<file path="config.mk">
export PLATFORM = sky130hd
export DESIGN_NAME = compact_timer
export DESIGN_NICKNAME = d
export VERILOG_FILES = /design/src/rtl/compact_timer_pkg.sv /design/src/rtl/compact_timer.sv
export VERILOG_INCLUDE_DIRS = /design/src /design/src/rtl
export SDC_FILE = /design/constraint.sdc
export NUM_CORES = 1
export LEC_CHECK = 0
export BUFFER_PORTS_ARGS = -buffer_cell sky130_fd_sc_hd__buf_2
export CAP_MARGIN = 20
export CELL_PAD_IN_SITES_DETAIL_PLACEMENT = 1
export CELL_PAD_IN_SITES_GLOBAL_PLACEMENT = 2
export CORE_MARGIN = 2
export CORE_UTILIZATION = 37
export CTS_CLUSTER_DIAMETER = 200
export DETAILED_ROUTE_END_ITERATION = 7
export PLACE_DENSITY = 0.83
export SLEW_MARGIN = 10
export SYNTH_ARGS = -nofsm -noshare
export SYNTH_HDL_FRONTEND = slang
export SYNTH_SLANG_ARGS = --single-unit
export TNS_END_PERCENT = 10
</file>
<file path="constraint.sdc">
create_clock -name clk -period 7.1 [get_ports clk]
set_input_delay 0 -clock clk [delete_from_list [all_inputs] [get_ports clk]]
set_output_delay 0 -clock clk [all_outputs]
set_load 0.03 [all_outputs]
</file>
<file path="src/rtl/compact_timer_map.svh">
// Summary of operation
// - Clock select: sys/4, sys, high/16, high/64, subsidiary, external rise (110) or fall (111).
// - Reserved clock code 101 gives no count clock; the counter freezes.
// - Counts only while on; rising on clears count, falling on holds it.
// - Compare-match mode: rising on forces the pin to the initial level.
// - Period value compares count bits 9..7; zero means 1024 clocks, overflow.
// - Mode field: 00 compare-match, 10 PWM, 11 timer/counter, 01 undefined.
// - Compare-match A event: pin unchanged, low, high or toggled per output function.
// - PWM: 00 inactive level, 01 active level, 10 waveform, 11 undefined.
// - Initial-level bit sets the pre-match level, or the PWM active level.
// - Polarity bit inverts the output pin; no effect in timer/counter mode.
// - PWM swap bit: zero gives P period and A duty, one the reverse.
// - Clear select outside PWM: one clears on A match, zero on P match or overflow.
// - Count readable: low byte bits 7..0, high byte bits 1..0, rest zero.
// - Compare A held as low and high bytes, unused high bits read zero.
// - Compare-match with clear select zero raises both A and P flags.
// - Outside PWM, clear select one raises only the A flag, never the P flag.
// - Outside PWM, clear select one with compare A zero overflows at 3FF without A flag.
// - In compare-match mode only A matches and turn-on change the output pin.
// - Timer/counter mode leaves the pin undriven yet still raises flags.
// - Ten-bit up-counter advanced by the selected clock, compared continuously.
// - Pause bit holds the count; clearing it resumes from that value.
// - Low bytes pass a buffer: committed on high write, latched on high read.
`ifndef COMPACT_TIMER_MAP_SVH
`define COMPACT_TIMER_MAP_SVH

// ----------------------------------------------------------------------
// Register byte addresses
// ----------------------------------------------------------------------
`define ADDR_CONTROL_0 12'h000
`define ADDR_CONTROL_1 12'h004
`define ADDR_COUNT_LOW 12'h008
`define ADDR_COUNT_HIGH 12'h00c
`define ADDR_CMPA_LOW 12'h010
`define ADDR_CMPA_HIGH 12'h014
`define ADDR_STATUS 12'h018

// ----------------------------------------------------------------------
// Field positions and reset values
// ----------------------------------------------------------------------
`define CTRL0_PAUSE_BIT 7
`define CTRL0_ON_BIT 3
`define CTRL0_RESET 8'h00
`define CTRL1_RESET 8'h00
`define COUNT_MAX 10'h3ff
`define CLK_SYS_DIV 2'h3
`define CLK_HIGH16_DIV 4'hf
`define CLK_HIGH64_DIV 6'h3f

`endif

</file>
<file path="src/rtl/compact_timer_pkg.sv">
package compact_timer_pkg;

   // Operating mode
   typedef enum logic [1:0] {
      MODE_COMPARE = 2'b00,
      MODE_UNDEF = 2'b01,
      MODE_PWM = 2'b10,
      MODE_TIMER = 2'b11
   } op_mode_t;

   // Clock source codes
   typedef enum logic [2:0] {
      CLK_SYS_QUARTER = 3'b000,
      CLK_SYS = 3'b001,
      CLK_HIGH_16 = 3'b010,
      CLK_HIGH_64 = 3'b011,
      CLK_SUB = 3'b100,
      CLK_RESERVED = 3'b101,
      CLK_EXT_RISE = 3'b110,
      CLK_EXT_FALL = 3'b111
   } clk_src_t;

   // Control byte 0
   typedef struct packed {
      logic counterPause;
      clk_src_t clockSourceSelect;
      logic counterOnOff;
      logic [2:0] periodCompareValue;
   } control0_t;

   // Control byte 1
   typedef struct packed {
      op_mode_t operatingModeSelect;
      logic [1:0] outputFunctionSelect;
      logic outputInitialLevel;
      logic outputPolarityInvert;
      logic periodDutySwap;
      logic counterClearSelect;
   } control1_t;

   // Output pin group
   typedef struct packed {
      logic pinA;
      logic pinB;
      logic pinEnable;
   } timer_pins_t;

endpackage

</file>
<file path="src/rtl/compact_timer.sv">
// Design decisions made here: the APB slave port and the placing of the registers.
`timescale 1ns/100ps
`include "compact_timer_map.svh"

module compact_timer (
   // Clock and reset
   input wire logic clk,
   input wire logic nrst,
   // APB slave
   input wire logic psel,
   input wire logic penable,
   input wire logic pwrite,
   input wire logic [11:0] paddr,
   input wire logic [31:0] pwdata,
   output logic [31:0] prdata,
   output logic pready,
   output logic pslverr,
   // Clock sources
   input wire logic subClockTick,
   input wire logic highClockTick,
   input wire logic externalCountInput,
   // Output pins and events
   output compact_timer_pkg::timer_pins_t timerPins,
   output logic compareAMatchFlag,
   output logic comparePMatchFlag
);

   // ----------------------------------------------------------------------
   // Registers
   // ----------------------------------------------------------------------
   compact_timer_pkg::control0_t ctrl0;
   compact_timer_pkg::control1_t ctrl1;
   logic [9:0] count;
   logic [9:0] compareAValue;
   logic [7:0] lowBuffer;
   logic onPrev;
   logic pinLevel;
   logic [5:0] prescale;
   logic [2:0] extSync;
   logic subSync1, subSync2, highSync1, highSync2, highPrev;
   logic [3:0] highDiv;
   logic [5:0] high64Div;

   // ----------------------------------------------------------------------
   // Bus decode
   // ----------------------------------------------------------------------
   wire busWrite = psel && penable && pwrite;
   wire busRead = psel && penable && !pwrite;
   // Buffer snapshot at setup, the same edge that captures prdata, so the
   // high and low bytes of the count always come from one count value
   wire busSetupRead = psel && !penable && !pwrite;
   wire hitCtrl0 = paddr == `ADDR_CONTROL_0;
   wire hitCtrl1 = paddr == `ADDR_CONTROL_1;
   wire hitCntLo = paddr == `ADDR_COUNT_LOW;
   wire hitCntHi = paddr == `ADDR_COUNT_HIGH;
   wire hitCmpLo = paddr == `ADDR_CMPA_LOW;
   wire hitCmpHi = paddr == `ADDR_CMPA_HIGH;
   wire hitStatus = paddr == `ADDR_STATUS;
   wire mapped = hitCtrl0 | hitCtrl1 | hitCntLo | hitCntHi | hitCmpLo | hitCmpHi | hitStatus;

   // Mode and control decode
   // Undefined code 01 decodes to none of these, so the pin simply holds
   wire compareMode = ctrl1.operatingModeSelect == compact_timer_pkg::MODE_COMPARE;
   wire pwmMode = ctrl1.operatingModeSelect == compact_timer_pkg::MODE_PWM;
   wire timerMode = ctrl1.operatingModeSelect == compact_timer_pkg::MODE_TIMER;
   wire onRise = ctrl0.counterOnOff && !onPrev;

   // ----------------------------------------------------------------------
   // Clock source selection
   // ----------------------------------------------------------------------
   // Prescale free-runs so switching source never restarts a slow divider
   wire highEdge = highSync2 && !highPrev;
   wire extRise = extSync[1] && !extSync[2];
   wire extFall = !extSync[1] && extSync[2];
   wire sysQuarter = prescale[1:0] == `CLK_SYS_DIV;
   wire high16 = highEdge && highDiv == `CLK_HIGH16_DIV;
   wire high64 = highEdge && high64Div == `CLK_HIGH64_DIV;
   wire subEdge = subSync2;

   function automatic logic pickTick(input compact_timer_pkg::clk_src_t sel,
         input logic q, input logic h16, input logic h64, input logic s,
         input logic er, input logic ef);
      unique case (sel)
         compact_timer_pkg::CLK_SYS_QUARTER: pickTick = q;
         compact_timer_pkg::CLK_SYS: pickTick = 1'b1;
         compact_timer_pkg::CLK_HIGH_16: pickTick = h16;
         compact_timer_pkg::CLK_HIGH_64: pickTick = h64;
         compact_timer_pkg::CLK_SUB: pickTick = s;
         compact_timer_pkg::CLK_RESERVED: pickTick = 1'b0;
         compact_timer_pkg::CLK_EXT_RISE: pickTick = er;
         compact_timer_pkg::CLK_EXT_FALL: pickTick = ef;
      endcase
   endfunction

   wire srcTick = pickTick(ctrl0.clockSourceSelect, sysQuarter, high16, high64,
      subEdge, extRise, extFall);
   // Count only when on and not paused
   wire tick = srcTick && ctrl0.counterOnOff && !ctrl0.counterPause;

   // ----------------------------------------------------------------------
   // Comparators
   // ----------------------------------------------------------------------
   // Matches are evaluated on the value the counter is about to take
   wire [9:0] countInc = count + 10'h001;
   wire pZero = ctrl0.periodCompareValue == 3'h0;
   wire pHit = pZero ? (count == `COUNT_MAX)
      : (countInc == {ctrl0.periodCompareValue, 7'h00});
   wire aZero = compareAValue == 10'h000;
   wire aHit = aZero ? 1'b0 : (countInc == compareAValue);
   wire overflow = count == `COUNT_MAX;
   // PWM ignores clear select and clears on the period comparator
   wire pwmPeriodHit = ctrl1.periodDutySwap ? (aHit || (aZero && overflow)) : pHit;
   wire clearHit = pwmMode ? pwmPeriodHit
      : ctrl1.counterClearSelect ? (aHit || overflow) : pHit;
   wire aEvent = tick && aHit;
   wire pEvent = tick && pHit && (pwmMode || !ctrl1.counterClearSelect);
   wire [9:0] next_count = onRise ? 10'h000 : !tick ? count
      : clearHit ? 10'h000 : countInc;

   // ----------------------------------------------------------------------
   // PWM waveform
   // ----------------------------------------------------------------------
   // Duty as 10-bit threshold; duty at or past the period gives full active
   wire [9:0] dutyThresh = ctrl1.periodDutySwap
      ? {ctrl0.periodCompareValue, 7'h00} : compareAValue;
   wire dutyFull = ctrl1.periodDutySwap ? pZero : 1'b0;
   wire pwmActive = dutyFull || (next_count < dutyThresh);

   // Compare-match pin action on A match
   function automatic logic actLevel(input logic [1:0] fn, input logic cur);
      unique case (fn)
         2'b00: actLevel = cur;
         2'b01: actLevel = 1'b0;
         2'b10: actLevel = 1'b1;
         2'b11: actLevel = !cur;
      endcase
   endfunction

   wire next_pinCmp = onRise ? ctrl1.outputInitialLevel
      : aEvent ? actLevel(ctrl1.outputFunctionSelect, pinLevel) : pinLevel;
   wire pwmLevel = (ctrl1.outputFunctionSelect == 2'b10) ? pwmActive
      : (ctrl1.outputFunctionSelect == 2'b01);
   // Active level set by initial-level bit
   wire pwmPin = ctrl1.outputInitialLevel ? pwmLevel : !pwmLevel;
   wire next_pinLevel = compareMode ? next_pinCmp : pwmMode ? pwmPin : pinLevel;
   wire pinOut = next_pinLevel ^ ctrl1.outputPolarityInvert;
   wire pinDrive = ctrl0.counterOnOff && !timerMode;

   // ----------------------------------------------------------------------
   // Read mux
   // ----------------------------------------------------------------------
   wire [7:0] readByte = hitCtrl0 ? ctrl0 : hitCtrl1 ? ctrl1
      : (hitCntLo || hitCmpLo) ? lowBuffer
      : hitCntHi ? {6'h00, count[9:8]}
      : hitCmpHi ? {6'h00, compareAValue[9:8]}
      : hitStatus ? {6'h00, pinLevel, ctrl0.counterOnOff} : 8'h00;

   // ----------------------------------------------------------------------
   // Synchronisers for pin and foreign-clock inputs
   // ----------------------------------------------------------------------
   always_ff @(posedge clk or negedge nrst) begin
      if (!nrst) begin
         extSync <= 3'h0;
         subSync1 <= 1'b0;
         subSync2 <= 1'b0;
         highSync1 <= 1'b0;
         highSync2 <= 1'b0;
         highPrev <= 1'b0;
      end else begin
         extSync <= {extSync[1:0], externalCountInput};
         subSync1 <= subClockTick;
         subSync2 <= subSync1;
         highSync1 <= highClockTick;
         highSync2 <= highSync1;
         highPrev <= highSync2;
      end
   end

   // Prescalers
   always_ff @(posedge clk or negedge nrst) begin
      if (!nrst) begin
         prescale <= 6'h00;
         highDiv <= 4'h0;
         high64Div <= 6'h00;
      end else begin
         prescale <= prescale + 6'h01;
         highDiv <= highEdge ? highDiv + 4'h1 : highDiv;
         high64Div <= highEdge ? high64Div + 6'h01 : high64Div;
      end
   end

   // Control and compare registers; compare A low commits on high write
   always_ff @(posedge clk or negedge nrst) begin
      if (!nrst) begin
         ctrl0 <= `CTRL0_RESET;
         ctrl1 <= `CTRL1_RESET;
         compareAValue <= 10'h000;
         lowBuffer <= 8'h00;
      end else begin
         if (busWrite && hitCtrl0) ctrl0 <= pwdata[7:0];
         if (busWrite && hitCtrl1) ctrl1 <= pwdata[7:0];
         if (busWrite && hitCmpLo) lowBuffer <= pwdata[7:0];
         if (busWrite && hitCmpHi) compareAValue <= {pwdata[1:0], lowBuffer};
         if (busSetupRead && hitCntHi) lowBuffer <= count[7:0];
         if (busSetupRead && hitCmpHi) lowBuffer <= compareAValue[7:0];
      end
   end

   // Counter, pin and one-cycle match flags
   always_ff @(posedge clk or negedge nrst) begin
      if (!nrst) begin
         count <= 10'h000;
         onPrev <= 1'b0;
         pinLevel <= 1'b0;
         compareAMatchFlag <= 1'b0;
         comparePMatchFlag <= 1'b0;
         timerPins <= '0;
      end else begin
         count <= next_count;
         onPrev <= ctrl0.counterOnOff;
         pinLevel <= next_pinLevel;
         compareAMatchFlag <= aEvent && !onRise;
         comparePMatchFlag <= pEvent && !onRise;
         timerPins <= '{pinA: pinOut, pinB: pinOut, pinEnable: pinDrive};
      end
   end

   // Bus answer, zero wait state
   always_ff @(posedge clk or negedge nrst) begin
      if (!nrst) begin
         prdata <= 32'h0000_0000;
         pready <= 1'b0;
         pslverr <= 1'b0;
      end else begin
         prdata <= (psel && !penable && !pwrite) ? {24'h00_0000, readByte} : prdata;
         pready <= psel && !penable;
         pslverr <= psel && !penable && !mapped;
      end
   end
endmodule // compact_timer

</file>
**Word level (Yosys, flattened, before mapping)**

Index checks and enable logic that the tools add are counted.

- Add/subtract/negate cells: 4
- $lt $le $gt $ge: 1
- Equal/unequal tests: 24
- Mux-type cells: 27
- Bitwise logic cells: 7
- Reductions and logical operators: 51

Operators with widths:

| cell | number |
|---|---|
| $mux 8 | 6 |
| $mux 10 | 4 |
| $eq 12x5->1 const B | 3 |
| $logic_and 1x1->1 | 26 |
| $eq 12x4->1 const B | 2 |
| $eq 10x10->1 | 2 |
| $logic_not 1->1 | 13 |
| $add 6x1->6 const B | 2 |
| $eq 12x3->1 const B | 1 |
| $eq 3x3->1 const B | 4 |
| $logic_not 12->1 | 1 |
| $mux 1 | 12 |
| $add 10x1->10 const B | 1 |
| $eq 10x10->1 const B | 1 |
| $eq 2x2->1 const B | 5 |
| $logic_not 10->1 | 1 |
| $lt 10x10->1 | 1 |
| $pmux 1 s8 | 1 |
| $eq 3x2->1 const B | 2 |
| $eq 6x6->1 const B | 1 |
| $logic_not 3->1 | 2 |
| $mux 2 | 3 |
| $or 1x1->1 | 6 |
| $logic_or 1x1->1 | 5 |
| 8 further kinds | 9 |

- Register bits after elaboration: 84
- Input port bits: 52
- Output and inout port bits: 39
- Logic and storage cells: 145

**Depth between registers and ports, before layout**

Gate-level depths: netlist of run 1.

- Depth after elaboration: 17
- Mapped depth: 22

**Least setup slack after synthesis of run 1**

OpenSTA, ideal clock, no wires.

- Kind: register -> register
- Start: register count[1]
- End: register timerPins[1] in the netlist's numbering
- Arrival: 4394 ps
- Required time: 6965 ps
- Slack: 2571 ps
- Stages on the path, launching flop included: 21
- Path buffers: 2
- Cells stage by stage: dfrtp_1 -> ha_1 -> and2_1 -> buf_2 -> maj3_1 -> a311o_1 -> a211oi_2 -> nor3_1 -> buf_2 -> or4_1 -> a21oi_1 -> ha_1 -> a21o_1 -> a21o_1 -> a21o_1 -> a21oi_1 -> o31a_1 -> o22a_1 -> o41a_1 -> mux2i_1 -> o211ai_1

- Cells in the longest elaborated chain, start to end: 17
- Elaborated cells on any way between the ends: 26
- Classes of those cells: add/sub: 1; order compare: 1; eq/ne: 3; mux: 14; bitwise: 1; reduce/logical: 6

Ends and longest elaborated chain:

| element | RTL line | RTL |
|---|---|---|
| start, declared | compact_timer.sv:33 | `logic [9:0] count;` |
| start signal, assigned | compact_timer.sv:219 | `count <= next_count;` |
| $add 10x1->10 | compact_timer.sv:104 | `wire [9:0] countInc = count + 10'h001;` |
| $eq 10x10->1 | compact_timer.sv:109 | `wire aHit = aZero ? 1'b0 : (countInc == compareAValue);` |
| $mux 1 | compact_timer.sv:109 |  |
| $logic_or 1x1->1, on equally long branches | compact_timer.sv:114, compact_timer.sv:112 |  |
| $mux 1, on equally long branches | compact_timer.sv:114, compact_timer.sv:112 |  |
| $mux 1 | compact_timer.sv:113 | `wire clearHit = pwmMode ? pwmPeriodHit` |
| $mux 10 (*) | compact_timer.sv:118 | `: clearHit ? 10'h000 : countInc;` |
| $mux 10 (*) (2 in a row) | compact_timer.sv:117 | `wire [9:0] next_count = onRise ? 10'h000 : !tick ? count` |
| via next_count[3] | compact_timer.sv:117 |  |
| $lt 10x10->1 (*) | compact_timer.sv:127 | `wire pwmActive = dutyFull \|\| (next_count < dutyThresh);` |
| $logic_or 1x1->1 (*) | compact_timer.sv:127 |  |
| $mux 1 (*) | compact_timer.sv:141 | `wire pwmLevel = (ctrl1.outputFunctionSelect == 2'b10) ? pwmActive` |
| $logic_not 1->1 | compact_timer.sv:144 | `wire pwmPin = ctrl1.outputInitialLevel ? pwmLevel : !pwmLevel;` |
| $mux 1 (*) | compact_timer.sv:144 |  |
| $mux 1 (*) (2 in a row) | compact_timer.sv:145 | `wire next_pinLevel = compareMode ? next_pinCmp : pwmMode ? pwmPin : pinLevel;` |
| $xor 1x1->1 (*) | compact_timer.sv:146 | `wire pinOut = next_pinLevel ^ ctrl1.outputPolarityInvert;` |
| via pinOut | compact_timer.sv:146 |  |
| end signal, assigned | compact_timer.sv:224 | `timerPins <= '{pinA: pinOut, pinB: pinOut, pinEnable: pinDrive};` |
| end, declared | compact_timer.sv:23 | `output compact_timer_pkg::timer_pins_t timerPins,` |

The timed path passes the listed nets; every way through them passes the cells marked *.
A chain may end at the register's enable or synchronous reset.

**Worst setup path after layout of run 1**

- Start: register count[0]
- End: register timerPins[1] in the netlist's numbering

Same word-level chain as after synthesis.

==> results of run 1 <==
-- sequential cells by signal, indices dropped and copies added (netlist names), 2 cells and up --
name / count
compareAValue: 10
count: 10
ctrl0: 8
ctrl1: 8
extSync: 3
high64Div: 6
highDiv: 4
lowBuffer: 8
prdata: 8
prescale: 2
timerPins: 2
-- how the worst min path moves through the flow --
stage                        endpoint    startpoint  slack, ps
floorplan           compareAMatchFlag          nrst       -300
global placement             subSync1  subClockTick        110
detailed placement           subSync1  subClockTick        110
CTS                            pready       penable         20
global route                   pready       penable         40
finish                         pready       penable         20
-- stage by stage --
step,cells,hold WS (ps),total power [mW]
finish,726,22.8,1.15
global route,726,41.7,1.20
CTS,724,20.2,1.16
detailed placement,692,110,0.621
global placement,692,109,0.614
floorplan,528,-296,0.593
-- per-layer routing --
metal  global-route usage  vias up
met1                0.260     2080
met2                0.364       88
met5                    0        -
met4               0.0900        0
met3               0.0474       26
li1                     -     1893
-- cell families (layout without fill, tap and decap cells) --
group	Yosys count	after routing
simple gates	170	170
fa+ha+maj	14	14
compound gates	116	116
xor+xnor	22	22
buf+inv	61	87
mux	41	41
other cells	1	24
flops	80	80
-- cell usage after synthesis (all sizes together) (13+ instances only) --
cell type / n / area [sq um]
dfrtp: 80 / 2000
nand2: 47 / 176
buf: 39 / 267
o21ai: 33 / 165
a21oi: 27 / 135
mux2: 27 / 304
nor3: 20 / 110
nor2: 19 / 73.8
clkbuf: 15 / 56.3
nand2b: 15 / 93.8
mux2i: 14 / 140
ha: 13 / 163
-- worst max-delay path: stages, from the launching register on --
cell and delay [ps]:
dfrtp_1 520, ha_1 340, and2_1 400, nand4_1 140, a2111oi_0 700, o2111a_1 340, o31ai_1 80, a31oi_1 390
buf_4 260, nor3_1 50, o21ai_0 160, a21oi_1 140, ha_1 330, a21o_1 190, a21o_1 170, a21o_1 170
a21oi_1 270, o31a_1 170, o22a_1 130, o41a_1 300, mux2i_1 260, o211ai_1 130
-- cell type report --
class	count	share of cell area
repair buffers	64	0.0773
well taps	172	0.0382
inverters	7	0.00467
multi-input cells	387	0.465
clock buffers	9	0.0400
clock inverters	7	0.0196
flip-flops and latches	80	0.356
-- where the power goes --
part	total, mW	leakage, nW	switching, mW	internal [mW]
clock	0.527	0.160	0.213	0.315
sequential	0.515	1.07	0.0267	0.488
combinational	0.105	1.27	0.0616	0.0435
-- timing repair --
item,4_1_cts,5_1_grt
endpoints found under the hold margin,103,0
hold buffers,16,0
setup endpoints to repair,0,0
==> reports/qor.txt, run 1 <==
Run status -> complete, no violations
H-tree Lvls -> 3
Initial antenna violation count -> 0
Height of the die -> 119 um
Mux share of post-synthesis cell area -> 0.0910
Postcts setup bufs -> 0
Ant. Diodes -> 0
CP Launch Type -> flop
RR Endpoint -> timerPins[1]
Ys Warns -> 0
Placed Area -> 0.00510 sq mm
Clk pin slew, worst setup/hold paths -> 70 ps
Headroom to the max-slew limit -> 0.279
Area added between synthesis and finish -> 15.4%
GRT Resource Usage Total -> 0.213
Commonest cells after routing, fill and taps aside -> dfrtp_1, nand2_1, buf_2
Maximum Capacitance Violations -> 0
Hold WC Path Type -> in -> reg
Max-slew violations -> 0
Final hold violation count -> 0
Remaining antenna violation count -> 0
Post-Synth Simple-Gate Area -> 0.194
RSZ-0062 raised after global routing -> false
CTS tree -> built
Primary FF master, synth -> dfrtp_1
Crit path capture type -> flop
First-pass GRT wire length -> 23,400 um
Critical R2R Launch -> count[0]
Power per cell area -> 204 mW/mm^2
Die width -> 119 um
P_leak -> 2.50 nW
Fraction of final layout cells with drive strength greater than 1 -> 0.188
Setup WS pre-CTS -> 1400 ps
Initial DRC count -> 220
Total CTS buffers -> 9
Final WL -> 14,400 um
Synth unique cells -> 67
Post-synth EDFFs -> 0
Cell area after layout -> 0.00563 sq mm
Max Used Layer -> met4
# DRC -> 0
Least-Margin Pin Slew -> 1070 ps
Setup crit start -> count[0]
First-pass DRT Iterations -> 6
Cts repair resizes -> 0
Wirelength per Cell -> 19.9 um
Final Cycle Share -> 0.816
Worst R2R Setup Slack -> 1310 ps
Crit Path Max Fanout -> 9
XOR/XNOR Fraction of Synth Area -> 0.0395
Largest net degree at the start of global routing -> 81
Syn Area/Cell -> 9.67 sq um
Synthesized area -> 0.00488 sq mm
Final setup vio count -> 0
Number of global-route vias before repair -> 4,336
Avg Vias per Cell -> 5.63
Final core occ -> 0.441
Synthesized flop and latch total -> 80
Initial core utilization -> 0.382
FILL cells -> 1,458
DR WL met2 -> 7250 um
Post-route worst setup slack -> 1310 ps
Main combinational cell family by area after synthesis -> simple AND/OR/NAND/NOR gates
Hold Crit Depth -> 3
Die ar. -> 0.0141 sq mm
Ports -> 91
Root buffer cell -> clkbuf_16
Final Net Count -> 614
Fin Clk Skew -> 7.69 ps
DR vias -> 4,087
Multi-input logic area -> 0.00262 sq mm
Core area -> 0.0128 sq mm
Arrival time at the worst endpoint -> 6010 ps
Sink Count -> 80
Setup Total Neg Slack -> 0 ps
R2R cell count -> 21
Reg area -> 0.00200 sq mm
Clock latency on the worst-skew pair -> 350 ps
Fin crit period -> 5790 ps
Post-Synth Adder-Cell Area -> 0.0354
Seq/Total Area, Yosys -> 0.410
GPL Wtd Cong -> 0.856
FFs w/ async S/R, synth -> 1.00
Max VDD drop -> 0.206 mV
CTS Buffer Depth -> 2
Fmax -> 173 MHz
Post-DP HPWL -> 10,200 um
CP required -> 7310 ps
Commonest non-fill, non-tap cell in the layout -> dfrtp_1
IO buf count -> 42
Row cnt -> 41
Worst Setup Path Type -> reg -> reg
Complex-gate fraction of the synthesized area -> 0.158
Mapped Cells -> 505
DR WL met3 -> 673 um
Congestion Overflow GR -> 0
Worst setup endpoint -> timerPins[1]
M1 WL -> 6160 um
No activity file was read; power rests on OpenSTA's default activity.
==> run 2, diff against run 1 <==
CORE_UTILIZATION = 31   (was 37)
PLACE_DENSITY = 0.74   (was 0.83)
clock period = 4.7 ns   (was 7.1 ns; I/O delays follow)
==> run 2 against run 1 <==
Effect of this change: the run now ends with setup timing left; sequential share of layout area shrank 3.8 points; core utilization shrank 2.9 points; final area grew 12%; die area grew 19%; hold slack gained 7.2 ps; sequential cell count is the same; non-clock buffer count grew 66; maximum frequency grew 23%; count of clock-buffer cells in the layout grew 1; clock skew is essentially flat; via count grew 4.0%; sequential power grew 51%; critical endpoint unchanged.
==> reports/qor.txt, run 2 (synthesis gave the netlist of run 1 again) <==
Wirelength per Cell -> 19.0 um (-4.5%)
Clk pwr share -> 0.437 (-0.023)
Core area -> 0.0153 sq mm (+20%)
Logic pwr share -> 0.102 (+0.010)
Crit Path Max Fanout -> 4 (-5)
Headroom to the max-slew limit -> 0.305 (+0.0258)
Initial DRC count -> 272 (+24%)
Cells after DPL -> 788 (+14%)
Int Pwr -> 1.24 mW (+47%)
Ports -> 91 (unchanged)
Commonest cells after routing, fill and taps aside -> dfrtp_1, buf_4, nand2_1
CTS tree -> built
Cell area after layout -> 0.00630 sq mm (+12%)
Failing checks -> setup timing
P_leak -> 2.86 nW (+15%)
Remaining antenna violation count -> 0 (unchanged)
Run status -> finished, violations left
First-pass DRT Iterations -> 8 (+2)
DR WL met3 -> 604 um (-10%)
Final instance count without filler cells -> 831 (+14%)
DR WL met2 -> 7880 um (+8.6%)
H-tree Lvls -> 3 (unchanged)
Setup WS pre-CTS -> -97.5 ps (-1500 ps)
Setup crit start -> compareAValue[0]
Hold_ws -> 30.0 ps (+7.24 ps)
Fin crit period -> 4720 ps (-1070 ps)
Sw Ratio -> 0.264 (+0.00196)
Congestion Overflow GR -> 0 (unchanged)
Clock latency on the worst-skew pair -> 340 ps (about the same)
# DRC -> 0 (unchanged)
Height of the die -> 129 um (+8.9%)
Fin Clk Skew -> 7.40 ps (-0.285 ps)
Fmax -> 212 MHz (+23%)
Final core occ -> 0.412 (-0.0293)
Row cnt -> 45 (+9.8%)
Max-slew violations -> 0 (unchanged)
Maximum Capacitance Violations -> 0 (unchanged)
Initial core utilization -> 0.319 (-0.0634)
Critical R2R Launch -> compareAValue[0]
Final setup vio count -> 1 (+1)
Ant. Diodes -> 0 (unchanged)
Final Cycle Share -> 1.00 (+0.189)
Final WL -> 15,800 um (+9.3%)
First-pass GRT wire length -> 25,400 um (+8.4%)
Arrival time at the worst endpoint -> 4930 ps (-1080 ps)
Total power -> 1.69 mW (+47%)
Top Registers -> compareAValue (10), count (10)
Final hold violation count -> 0 (unchanged)
RSZ-0062 raised after global routing -> true
Crit path capture type -> flop
Post-DP HPWL -> 11,800 um (+16%)
Fraction of final layout cells with drive strength greater than 1 -> 0.316 (+0.128)
GPL Wtd Cong -> 0.908 (+6.1%)
Largest net degree at the start of global routing -> 81 (unchanged)
Number of global-route vias before repair -> 4,580 (+5.6%)
DR vias -> 4,251 (+4.0%)
Worst Setup Path Type -> reg -> reg
Commonest non-fill, non-tap cell in the layout -> dfrtp_1
Max Used Layer -> met4
Die ar. -> 0.0168 sq mm (+19%)
Root buffer cell -> clkbuf_16
GRT Resource Usage Total -> 0.199 (-0.0148)
Final Net Count -> 680 (+11%)
Power per cell area -> 268 mW/mm^2 (+31%)
Die width -> 129 um (+8.9%)
Sequential share of power -> 0.461 (+0.012)
Hold WC Path Type -> in -> reg
Avg Vias per Cell -> 5.12 (-9.1%)
Switching pwr -> 0.446 mW (+48%)
Area added between synthesis and finish -> 29.1%
M1 WL -> 7070 um (+15%)
Hold_sp -> pwdata[0]
Setup Total Neg Slack -> -21.0 ps (-21.0 ps)
CP required -> 4910 ps (-2400 ps)
Total CTS buffers -> 9 (unchanged)
Post-route worst setup slack -> -21.0 ps (-1330 ps)
IO buf count -> 42 (unchanged)
Least-Margin Pin Slew -> 1040 ps (-34.3 ps)
CTS Buffer Depth -> 2 (unchanged)
CP Launch Type -> flop
Sink Count -> 80 (unchanged)
Placed Area -> 0.00559 sq mm (+9.6%)
Max VDD drop -> 0.216 mV (+4.5%)
Initial antenna violation count -> 0 (unchanged)
Clk pin slew, worst setup/hold paths -> 70 ps (about the same)
run 2: cell types whose count changed in the layout (fill, tap and decap cells not counted), sizes merged:
cell and delta:
bufinv -1, buf +69, dlygate4sd3 -3, clkbuf +1
run 2: final timing paths:
kind	endpoint	slack [ps]	depth (start not counted)
max in group asynchronous	count[3]	3960	3
hold / removal	compareAValue[8]	30	2
min in group asynchronous	high64Div[0]	130	2
hold reg to reg	highSync2	350	0
setup reg to reg	timerPins[1]	-20	20
setup / recovery	timerPins[1]	-20	20
run 2: repair_timing:
action	in CTS	in global routing
endpoints found under the hold margin	97	0
hold buffers	13	0
gates cloned	1	0
pin swaps	7	7
buffers inserted	7	5
setup endpoints to repair	2	2
gates resized for setup	22	15
run 2: critical path, cell delays in order, from the launching register on:
cell and delay [ps]:
dfrtp_1 390, or4_4 560, nor4_4 280, a2111oi_2 100, nor4bb_4 180, a211oi_2 270
nor3_2 80, buf_4 150, buf_2 150, or4_4 480, a21oi_2 160, ha_1 260
a21o_1 180, a21o_1 180, a21o_1 180, a21oi_2 150, o31a_1 140, o22a_1 130
o41a_1 280, mux2i_1 220, o211ai_1 100
run 2: power groups by stage:
stage	Sequential (mW)	Combinational, mW	Clock, mW
2_1_floorplan	0.785	0.111	0
3_3_place_gp	0.786	0.144	0
3_5_place_dp	0.793	0.154	0
4_1_cts	0.780	0.163	0.762
5_1_grt	0.785	0.194	0.787
6_report	0.779	0.171	0.738
run 2: area by class of cell:
cell class              count  area, sq um
multi-input cells         387         2750
inverters                   7         26.3
clock inverters             6         72.6
well taps                 211          264
fillers                  1775         9010
clock buffers              10          239
flip-flops and latches     80         2000
repair buffers            130          947
run 2: per-layer routing:
| metal | vias to the layer above | track usage |
|---|---|---|
| li1 | 2030 | - |
| met1 | 2120 | 0.255 |
| met2 | 85 | 0.347 |
| met3 | 16 | 0.0396 |
| met4 | 0 | 0.0430 |
| met5 | - | 0 |
